### config.mk
export PLATFORM = sky130hd
export DESIGN_NAME = spd_dma_top
export DESIGN_NICKNAME = d
export VERILOG_FILES = /design/src/include/spd_pkg.sv /design/src/hdl/spd_chan.sv /design/src/hdl/spd_dma_top.sv
export SDC_FILE = /design/constraint.sdc
export NUM_CORES = 2
export LEC_CHECK = 0
export ABC_AREA = 0
export BUFFER_PORTS_ARGS = -buffer_cell sky130_fd_sc_hd__buf_2
export CAP_MARGIN = 20
export CELL_PAD_IN_SITES_DETAIL_PLACEMENT = 0
export CELL_PAD_IN_SITES_GLOBAL_PLACEMENT = 1
export CORE_ASPECT_RATIO = 1.4
export CORE_MARGIN = 2
export CORE_UTILIZATION = 35
export CTS_CLUSTER_DIAMETER = 120
export DETAILED_ROUTE_END_ITERATION = 6
export MAX_ROUTING_LAYER = met4
export PLACE_DENSITY = 0.7
export SLEW_MARGIN = 25
export SYNTH_ARGS = -nofsm -noshare
export SYNTH_HDL_FRONTEND = slang
export SYNTH_SLANG_ARGS = --single-unit
### constraint.sdc
create_clock -name REF_CLK_I -period 11.6 [get_ports REF_CLK_I]
set_input_delay 1.74 -clock REF_CLK_I [delete_from_list [all_inputs] [get_ports REF_CLK_I]]
set_output_delay 1.74 -clock REF_CLK_I [all_outputs]
set_load 0.01 [all_outputs]
### src/include/spd_pkg.sv
// Shared constants, types and register map of the serial ping-pong DMA block.
package spd_pkg;

   // Control register address and reset value.
   localparam logic [31:0] SPD_CTRL_ADDR = 32'h4000_C830;
   localparam logic [31:0] SPD_CTRL_RST = 32'h0000_0000;
   // Control field positions.
   localparam int SPD_RXLOAD_LSB = 0;
   localparam int SPD_TXLOAD_LSB = 2;
   localparam int SPD_RXRST_BIT = 4;
   localparam int SPD_TXRST_BIT = 5;

   // Buffer index order used by every array of four: rx A, rx B, tx A, tx B.
   localparam logic [31:0] SPD_START_ADDR [4] = '{32'h4000_C800, 32'h4000_C804, 32'h4000_C808, 32'h4000_C80C};
   localparam logic [31:0] SPD_LAST_ADDR [4] = '{32'h4000_C810, 32'h4000_C814, 32'h4000_C818, 32'h4000_C81C};
   // Count registers: tx shared, rx A, rx B.
   localparam logic [31:0] SPD_TXCNT_ADDR = 32'h4000_C820;
   localparam logic [31:0] SPD_RXCNT_ADDR [2] = '{32'h4000_C824, 32'h4000_C828};
   // Sticky unload flags, write one to clear.
   localparam logic [31:0] SPD_FLAG_ADDR = 32'h4000_C834;

   // Reset values of the data registers and the count step.
   localparam logic [31:0] SPD_ADDR_RST = 32'h0000_0000;
   localparam logic [31:0] SPD_CNT_RST = 32'h0000_0000;
   localparam logic [31:0] SPD_CNT_STEP = 32'h0000_0001;
   localparam logic [3:0] SPD_FLAG_RST = 4'h0;

   // State of one memory buffer.
   typedef enum logic [1:0] {BUF_IDLE, BUF_PENDING, BUF_ACTIVE} spd_buf_e;
   // Byte mover sequence of a channel.
   typedef enum logic [1:0] {X_IDLE, X_MEM, X_FIFO} spd_xfer_e;

   // One byte request towards RAM.
   typedef struct packed {
      logic vld;
      logic we;
      logic [31:0] addr;
      logic [7:0] data;
   } spd_mem_s;

endpackage
### src/hdl/spd_chan.sv
// One DMA channel with two ping-pong buffers and its byte mover.
`timescale 1ns/10ps
module spd_chan import spd_pkg::*; #(
   parameter bit SEP_CNT = 1'b0,
   parameter bit IS_RX = 1'b0
) (
   input wire logic clk_i,
   input wire logic rst_i,
   input wire logic ce_i,
   input wire logic chan_rst_i,
   input wire logic [1:0] load_i,
   input wire logic [1:0] cnt_wr_i,
   input wire logic [31:0] cnt_wdata_i,
   input wire logic [1:0][31:0] start_i,
   input wire logic [1:0][31:0] last_i,
   input wire logic fifo_vld_i,
   input wire logic [7:0] fifo_data_i,
   output logic fifo_stb_o,
   output logic [7:0] fifo_data_o,
   output spd_mem_s mem_o,
   input wire logic mem_ack_i,
   input wire logic [7:0] mem_rdata_i,
   output logic [1:0] loaded_o,
   output logic [1:0] active_o,
   output logic [1:0][31:0] cnt_o,
   output logic [1:0] unload_o
);

   spd_buf_e st_q [2]; // Buffer states.
   spd_buf_e st_d [2];
   logic [1:0][31:0] cnt_q; // Byte offsets; only index 0 is used when shared.
   logic [1:0][31:0] cnt_d;
   logic [1:0] unl_q; // One-cycle unload pulses.
   logic [1:0] unl_d;
   spd_xfer_e fsm_q; // Byte mover state.
   spd_xfer_e fsm_d;
   logic cur_q; // Buffer the byte in flight belongs to.
   logic cur_d;
   spd_mem_s mem_q; // RAM request, held until acknowledged.
   spd_mem_s mem_d;
   logic stb_q; // Rx pop pulse or tx push valid.
   logic stb_d;
   logic [7:0] dat_q; // Byte waiting for the tx FIFO.
   logic [7:0] dat_d;
   logic [31:0] eff; // Offset used in the unload check.
   logic act_any; // Some buffer is active after this cycle.
   logic act_idx; // Which buffer that is.

   // Map a buffer to its count register.
   function automatic int ci(input int b);
      return SEP_CNT ? b : 0;
   endfunction

   // Next state of buffers, counts and the byte mover.
   always_comb begin
      st_d = st_q;
      cnt_d = cnt_q;
      unl_d = 2'b00;
      fsm_d = fsm_q;
      cur_d = cur_q;
      mem_d = mem_q;
      stb_d = stb_q;
      dat_d = dat_q;
      eff = SPD_CNT_RST;
      if (fsm_q == X_MEM && mem_ack_i && st_q[cur_q] == BUF_ACTIVE) begin
         cnt_d[ci(int'(cur_q))] = cnt_q[ci(int'(cur_q))] + SPD_CNT_STEP;
      end
      for (int b = 0; b < 2; b++) begin
         if (cnt_wr_i[b]) begin
            cnt_d[ci(b)] = cnt_wdata_i;
            if (IS_RX && st_q[b] == BUF_IDLE) begin
               st_d[b] = BUF_PENDING;
            end
         end else if (load_i[b] && st_q[b] == BUF_IDLE) begin
            st_d[b] = BUF_PENDING;
            if (SEP_CNT) begin
               cnt_d[b] = SPD_CNT_RST;
            end
         end
      end
      for (int b = 0; b < 2; b++) begin
         eff = (SEP_CNT || st_d[b] == BUF_ACTIVE) ? cnt_d[ci(b)] : SPD_CNT_RST;
         if (st_d[b] != BUF_IDLE && ({1'b0, start_i[b]} + {1'b0, eff}) > {1'b0, last_i[b]}) begin
            st_d[b] = BUF_IDLE;
            unl_d[b] = 1'b1;
         end
      end
      if (st_d[0] != BUF_ACTIVE && st_d[1] != BUF_ACTIVE) begin
         if (st_d[0] == BUF_PENDING) begin
            st_d[0] = BUF_ACTIVE;
            if (!SEP_CNT) begin
               cnt_d[0] = SPD_CNT_RST;
            end
         end else if (st_d[1] == BUF_PENDING) begin
            st_d[1] = BUF_ACTIVE;
            if (!SEP_CNT) begin
               cnt_d[0] = SPD_CNT_RST;
            end
         end
      end
      act_idx = (st_d[1] == BUF_ACTIVE);
      act_any = (st_d[0] == BUF_ACTIVE) || act_idx;
      unique case (fsm_q)
         X_IDLE: begin
            // A tx FIFO with room or an rx FIFO with data starts one byte.
            if (act_any && fifo_vld_i) begin
               cur_d = act_idx;
               mem_d.vld = 1'b1;
               mem_d.we = IS_RX;
               mem_d.addr = start_i[act_idx] + cnt_d[ci(int'(act_idx))];
               mem_d.data = fifo_data_i;
               stb_d = IS_RX;
               fsm_d = X_MEM;
            end
         end
         X_MEM: begin
            // The rx pop is one cycle wide.
            if (IS_RX) begin
               stb_d = 1'b0;
            end
            if (mem_ack_i) begin
               mem_d.vld = 1'b0;
               // The buffer's own last byte unloads it in this very cycle, so ownership is judged before
               // that unload; only a buffer already gone when the answer came loses its byte.
               if (!IS_RX && st_q[cur_q] == BUF_ACTIVE) begin
                  dat_d = mem_rdata_i;
                  stb_d = 1'b1;
                  fsm_d = X_FIFO;
               end else begin
                  fsm_d = X_IDLE;
               end
            end
         end
         X_FIFO: begin
            // Push is held until the FIFO shows room.
            if (fifo_vld_i) begin
               stb_d = 1'b0;
               fsm_d = X_IDLE;
            end
         end
      endcase
      if (chan_rst_i) begin
         st_d = '{BUF_IDLE, BUF_IDLE};
         cnt_d = '0;
         unl_d = 2'b00;
         fsm_d = X_IDLE;
         mem_d = '0;
         stb_d = 1'b0;
      end
   end

   // State registers; the clock enable freezes everything, but the synchronous reset still clears them while it is low.
   always_ff @(posedge clk_i) begin
      if (rst_i) begin
         st_q <= '{BUF_IDLE, BUF_IDLE};
         cnt_q <= '0;
         unl_q <= 2'b00;
         fsm_q <= X_IDLE;
         cur_q <= 1'b0;
         mem_q <= '0;
         stb_q <= 1'b0;
         dat_q <= 8'h00;
      end else if (ce_i) begin
         st_q <= st_d;
         cnt_q <= cnt_d;
         unl_q <= unl_d;
         fsm_q <= fsm_d;
         cur_q <= cur_d;
         mem_q <= mem_d;
         stb_q <= stb_d;
         dat_q <= dat_d;
      end
   end

   always_comb begin
      for (int b = 0; b < 2; b++) begin
         loaded_o[b] = (st_q[b] != BUF_IDLE);
         active_o[b] = (st_q[b] == BUF_ACTIVE);
      end
   end
   assign cnt_o = cnt_q;
   assign unload_o = unl_q;
   assign mem_o = mem_q;
   assign fifo_stb_o = stb_q;
   assign fifo_data_o = dat_q;
endmodule

### src/hdl/spd_dma_top.sv
// Serial ping-pong DMA block: APB registers and the transmit and receive channels.
`timescale 1ns/10ps
module spd_dma_top import spd_pkg::*; (
   input wire logic REF_CLK_I,
   input wire logic SRST_I,
   input wire logic CE_I,
   input wire logic PSEL_I,
   input wire logic PENABLE_I,
   input wire logic PWRITE_I,
   input wire logic [31:0] PADDR_I,
   input wire logic [31:0] PWDATA_I,
   output logic [31:0] PRDATA_O,
   output logic PREADY_O,
   output logic PSLVERR_O,
   input wire logic TXF_ROOM_I,
   output logic TXF_PUSH_O,
   output logic [7:0] TXF_DATA_O,
   input wire logic RXF_AVAIL_I,
   input wire logic [7:0] RXF_DATA_I,
   output logic RXF_POP_O,
   output spd_mem_s TXM_REQ_O,
   input wire logic TXM_ACK_I,
   input wire logic [7:0] TXM_RDATA_I,
   output spd_mem_s RXM_REQ_O,
   input wire logic RXM_ACK_I,
   output logic [3:0] UNLOAD_FLAGS_O
);

   // Buffer bounds, ordered rx A, rx B, tx A, tx B.
   logic [3:0][31:0] start_q;
   logic [3:0][31:0] start_d;
   logic [3:0][31:0] last_q;
   logic [3:0][31:0] last_d;
   // Sticky unload flags in the same order.
   logic [3:0] flag_q;
   logic [3:0] flag_d;
   logic [3:0] flag_clr;
   // Registered APB answer.
   logic [31:0] prdata_q;
   logic [31:0] prdata_d;
   logic pready_q;
   logic pready_d;
   logic pslverr_q;
   logic pslverr_d;
   // Access phase not yet answered.
   logic acc;
   logic hit;
   // One-cycle commands into the channels.
   logic [1:0] rx_load;
   logic [1:0] tx_load;
   logic rx_rst;
   logic tx_rst;
   logic [1:0] rx_cnt_wr;
   logic [1:0] tx_cnt_wr;
   // Channel status.
   logic [1:0] rx_loaded;
   logic [1:0] tx_loaded;
   logic [1:0] rx_unl;
   logic [1:0] tx_unl;
   logic [1:0][31:0] rx_cnt;
   logic [1:0][31:0] tx_cnt;

   // The answer comes one cycle into the access phase, so with CE_I high every access has exactly one wait state.
   assign acc = PSEL_I && PENABLE_I && !pready_q;

   // Register decode, read mux and command pulses.
   always_comb begin
      start_d = start_q;
      last_d = last_q;
      prdata_d = SPD_CTRL_RST;
      pready_d = acc;
      pslverr_d = 1'b0;
      hit = 1'b0;
      flag_clr = 4'h0;
      rx_load = 2'b00;
      tx_load = 2'b00;
      rx_rst = 1'b0;
      tx_rst = 1'b0;
      rx_cnt_wr = 2'b00;
      tx_cnt_wr = 2'b00;
      if (acc) begin
         for (int i = 0; i < 4; i++) begin
            if (PADDR_I == SPD_START_ADDR[i]) begin
               hit = 1'b1;
               prdata_d = start_q[i];
               if (PWRITE_I) begin
                  start_d[i] = PWDATA_I;
               end
            end
            if (PADDR_I == SPD_LAST_ADDR[i]) begin
               hit = 1'b1;
               prdata_d = last_q[i];
               if (PWRITE_I) begin
                  last_d[i] = PWDATA_I;
               end
            end
         end
         if (PADDR_I == SPD_CTRL_ADDR) begin
            hit = 1'b1;
            prdata_d[SPD_RXLOAD_LSB +: 2] = rx_loaded;
            prdata_d[SPD_TXLOAD_LSB +: 2] = tx_loaded;
            if (PWRITE_I) begin
               rx_load = PWDATA_I[SPD_RXLOAD_LSB +: 2];
               tx_load = PWDATA_I[SPD_TXLOAD_LSB +: 2];
               rx_rst = PWDATA_I[SPD_RXRST_BIT];
               tx_rst = PWDATA_I[SPD_TXRST_BIT];
            end
         end
         if (PADDR_I == SPD_TXCNT_ADDR) begin
            hit = 1'b1;
            prdata_d = tx_cnt[0];
            tx_cnt_wr[0] = PWRITE_I;
         end
         for (int i = 0; i < 2; i++) begin
            if (PADDR_I == SPD_RXCNT_ADDR[i]) begin
               hit = 1'b1;
               prdata_d = rx_cnt[i];
               rx_cnt_wr[i] = PWRITE_I;
            end
         end
         if (PADDR_I == SPD_FLAG_ADDR) begin
            hit = 1'b1;
            prdata_d[3:0] = flag_q;
            if (PWRITE_I) begin
               flag_clr = PWDATA_I[3:0];
            end
         end
         // Unmapped addresses answer with an error and change nothing.
         pslverr_d = !hit;
      end
      flag_d = (flag_q & ~flag_clr) | {tx_unl, rx_unl};
   end

   // Register file and APB answer registers.
   always_ff @(posedge REF_CLK_I) begin
      if (SRST_I) begin
         start_q <= {4{SPD_ADDR_RST}};
         last_q <= {4{SPD_ADDR_RST}};
         flag_q <= SPD_FLAG_RST;
         prdata_q <= SPD_CTRL_RST;
         pready_q <= 1'b0;
         pslverr_q <= 1'b0;
      end else if (CE_I) begin
         start_q <= start_d;
         last_q <= last_d;
         flag_q <= flag_d;
         prdata_q <= prdata_d;
         pready_q <= pready_d;
         pslverr_q <= pslverr_d;
      end
   end

   assign PRDATA_O = prdata_q;
   assign PREADY_O = pready_q;
   assign PSLVERR_O = pslverr_q;
   assign UNLOAD_FLAGS_O = flag_q;

   // Receive channel: one count per buffer, pops the rx FIFO and writes RAM.
   spd_chan #(
      .SEP_CNT(1'b1),
      .IS_RX(1'b1)
   ) u_rx (
      .clk_i(REF_CLK_I),
      .rst_i(SRST_I),
      .ce_i(CE_I),
      .chan_rst_i(rx_rst),
      .load_i(rx_load),
      .cnt_wr_i(rx_cnt_wr),
      .cnt_wdata_i(PWDATA_I),
      .start_i(start_q[1:0]),
      .last_i(last_q[1:0]),
      .fifo_vld_i(RXF_AVAIL_I),
      .fifo_data_i(RXF_DATA_I),
      .fifo_stb_o(RXF_POP_O),
      .fifo_data_o(),
      .mem_o(RXM_REQ_O),
      .mem_ack_i(RXM_ACK_I),
      .mem_rdata_i(8'h00),
      .loaded_o(rx_loaded),
      .active_o(),
      .cnt_o(rx_cnt),
      .unload_o(rx_unl)
   );

   // Transmit channel: one shared count, reads RAM and pushes the tx FIFO.
   spd_chan #(
      .SEP_CNT(1'b0),
      .IS_RX(1'b0)
   ) u_tx (
      .clk_i(REF_CLK_I),
      .rst_i(SRST_I),
      .ce_i(CE_I),
      .chan_rst_i(tx_rst),
      .load_i(tx_load),
      .cnt_wr_i(tx_cnt_wr),
      .cnt_wdata_i(PWDATA_I),
      .start_i(start_q[3:2]),
      .last_i(last_q[3:2]),
      .fifo_vld_i(TXF_ROOM_I),
      .fifo_data_i(8'h00),
      .fifo_stb_o(TXF_PUSH_O),
      .fifo_data_o(TXF_DATA_O),
      .mem_o(TXM_REQ_O),
      .mem_ack_i(TXM_ACK_I),
      .mem_rdata_i(TXM_RDATA_I),
      .loaded_o(tx_loaded),
      .active_o(),
      .cnt_o(tx_cnt),
      .unload_o(tx_unl)
   );
endmodule

==> flow_metrics.tcl <==
set metrics [dict create \
    layout_worst_path_cycle_share 0.961 \
    hold_viol_final 0 \
    synth_area_per_cell_um2 7.30 \
    final_net_count 6181 \
    async_flop_share 0 \
    postSynth.topFlopCell "dfxtp_1" \
    area_growth_pct 25.9 \
    max_slew_margin 0.248 \
    critPathArrivalTime_ns 11.72 \
    detail_route.drc_violations 5 \
    layout.cells.non_filler 7166 \
    cp_max_fo 7 \
    cts_tree "built" \
    violations "DRC" \
    total_of_endpoints_with_negative_setup_slack_in_the_final_report 0 \
    cts_made_buffers 57 \
    power.static_leakage_nw 20.2 \
    setup.worst_path.class "primary input to flop" \
    maxCapViolations 0 \
    crit_required_ns 12.17 \
    tightest_slew_ns 1.12 \
    vias_in_the_first_global_route 39600 \
    synth.ff_latch_count 491 \
    finalSetupTns_ns 0 \
    holdCritPathClass "flop to flop" \
    routed_wirelength_um 177000 \
    pin_count_of_the_biggest_net_entering_global_routing 91 \
    grt_overflow 0 \
    initial_core_util 0.351 \
    cts_num_sinks 491 \
    drt_first_iter_violations 3589 \
    die_width_um 279 \
    row_count 141 \
    routed-via-count 40700 \
    globalplace.congestion 1.00 \
    grt_antenna_before_repair 3 \
    achievable-frequency_ghz 0.0897 \
    fp.dieArea_mm2 0.108 \
    timing.critical_path.to_type "flop" \
    antenna_violation_net_count_after_detailed_routing 0 \
    pin_count 222 \
    synthesis.instances 5057 \
    clock_period_minus_worst_slack_ns 11.15 \
    yosysWarnings 0 \
    wl_per_cell_um 24.8 \
    worst_setup_hold_path_clk_slew_ns 0.06 \
    area_used_by_multi_input_combinational_logic_mm2 0.0256 \
    post-dp-hpwl_um 139000 \
    worst_setup_path_start_kind "primary input" \
    syn-cell-area_mm2 0.0369 \
    grt.total_usage 0.327 \
    power-per-cell-area_mw_per_mm2 81.0 \
    final_layout_size_suffix_gt1_frac 0.210 \
    final_core_utilization 0.442 \
    report.power.total_mw 3.77 \
    fin_worst_skew_ns 0.0226 \
    first_pass_iters 7 \
    clockBufferDepth 3 \
    slew_violations 0 \
    fill_cells 10900 \
    numPortBuffers 212 \
    timing.critical_path.mode_cell "buf_4" \
    numPlacedInstances 7051 \
    placeableCoreArea_mm2 0.105 \
    worst_path_max_delay_cell "ha_1" \
    cts_root_buffer "clkbuf_16" \
    vdd_ir_drop_max_mv 0.114 \
    grt_pass1_wl_um 259000 \
    synth_sequential_area_ratio 0.266 \
    delay_of_the_slowest_critical_path_stage_ns 0.42 \
    vias_cell 5.69 \
    worstSkewPairLatency_ns 0.68 \
    cts_hold_buffers 0 \
    ctsHtreeMaxLevel 2 \
    area.sequential_mm2 0.00983 \
    post_synth_num_cell_types 96 \
    die_height_um 388 \
    status "finished with violations" \
    synth_edf_count 0 \
]
[flip-flops by register name (all words and copies together), names as in the netlist, 8 cells and up]
name and cells:
last_q 128, PRDATA_O 32, start_q 128, u_tx.fifo_data_o 8, u_rx.cnt_o 64, u_tx.mem_o 33, u_rx.mem_o 42, u_tx.cnt_o 32
[per-layer routing]
layer / global-route usage / up-vias / routed length (µm)
li1: - / 19300 / -
met1: 0.397 / 19400 / 72800
met3: 0.0278 / 410 / 10500
met4: 0.169 / 0 / 10800
met2: 0.541 / 1645 / 83400
met5: - / - / 0
[final timing paths]
| check | slack (ns) | startpoint | to | cells past startpoint |
|---|---|---|---|---|
| setup / recovery | 0.45 | PADDR_I[7] | u_tx.mem_o[39]$_SDFFE_PP0P_ | 50 |
| hold / removal | 0.45 | u_tx.mem_o[34]$_SDFFE_PP0P_ | u_tx.mem_o[34]$_SDFFE_PP0P_ | 2 |
| hold reg to reg | 0.45 | u_tx.mem_o[34]$_SDFFE_PP0P_ | u_tx.mem_o[34]$_SDFFE_PP0P_ | 2 |
| setup reg to reg | 0.96 | u_tx.st_q[2]$_SDFFE_PP0P_ | u_tx.mem_o[39]$_SDFFE_PP0P_ | 48 |
[critical path, delay by kind of cell]
family,cells,cell delay [ns]
multiplexers,2,0.41
adder cells (fa/ha/maj),3,1.01
AND/OR/NAND/NOR,13,1.99
AO/OA/AOI/OAI,23,5.04
buffers and inverters,9,1.48
[layout by cell type (no fill, tap or decap), drive strengths merged, types with 26 or more instances in the layout]
cell type  netlist  routed
a211oi          59      59
a21o           107     107
a21oi          574     574
a221oi          34      34
a222oi          46      46
a22oi          136     136
and2            30      30
and3            36      36
buf             35     943
clkbuf         271      74
dfxtp          491     491
ha             325     325
inv            208     209
mux2            65      65
mux2i           39      39
nand2          959     959
nand2b          67      67
nand3          141     141
nand4           65      65
nor2           445     445
nor2b           26      26
nor3            61      61
o21a            40      40
o21ai          223     223
o21bai          29      29
xnor2          151     151
xor2            88      88
[kinds of logic after synthesis]
group                      count (synthesis)  share of synthesized area
other                                      1                   0.000102
and+or+nand+nor                         1926                      0.228
xor gates and xnor gates                 239                     0.0567
AOI/OAI and AO/OA                       1449                      0.251
buffers and inverters                    516                     0.0545
DFF                                      491                      0.266
muxes                                    104                     0.0304
adders and majority gates                331                      0.113
[per-stage QoR]
stage               area [µm²]  hold WS [ns]  worst slack, ns
floorplan                37000         0.441           0.0640
detailed placement       44200         0.444            -1.21
global placement         44100         0.437           -0.968
global route             46500         0.468          -0.0168
CTS                      46200         0.451           0.0221
finish                   46500         0.448            0.452
[report_power, final]
part | leakage, nW | total, mW | switching [mW] | internal (mW)
Sequential | 3.95 | 1.69 | 0.000171 | 1.69
Clock | 0.918 | 1.93 | 0.859 | 1.07
Combinational | 15.3 | 0.150 | 0.120 | 0.0306
[area by class of cell]
| type | instances | area share |
|---|---|---|
| Antenna cell | 3 | 0.000161 |
| Clock buffer | 74 | 0.0340 |
| Clock inverter | 30 | 0.00705 |
| Inverter | 209 | 0.0169 |
| Multi-Input combinational cell | 4058 | 0.550 |
| Sequential cell | 491 | 0.211 |
| Tap cell | 1358 | 0.0366 |
| Timing Repair Buffer | 943 | 0.144 |
[cell usage after synthesis (all sizes together), types with 59 or more instances]
cell type,n,area share
a211oi,59,0.012
a21oi,574,0.078
nor3,61,0.0084
xnor2,151,0.036
ha,325,0.11
nand2,959,0.097
a22oi,136,0.028
clkbuf,271,0.028
nor2,445,0.045
o21ai,223,0.031
nand4,65,0.011
inv,208,0.021
nand2b,67,0.011
mux2,65,0.020
a21o,107,0.022
dfxtp,491,0.27
xor2,88,0.021
nand3,141,0.019
[timing repair]
item / in CTS / in global routing
buffers inserted: 1 / 7
endpoints found under the hold margin: 0 / 0
resized for setup: 23 / 63
pin swaps: 4 / 21
setup endpoints to repair: 23 / 42
(Power assumes the default switching activity.)
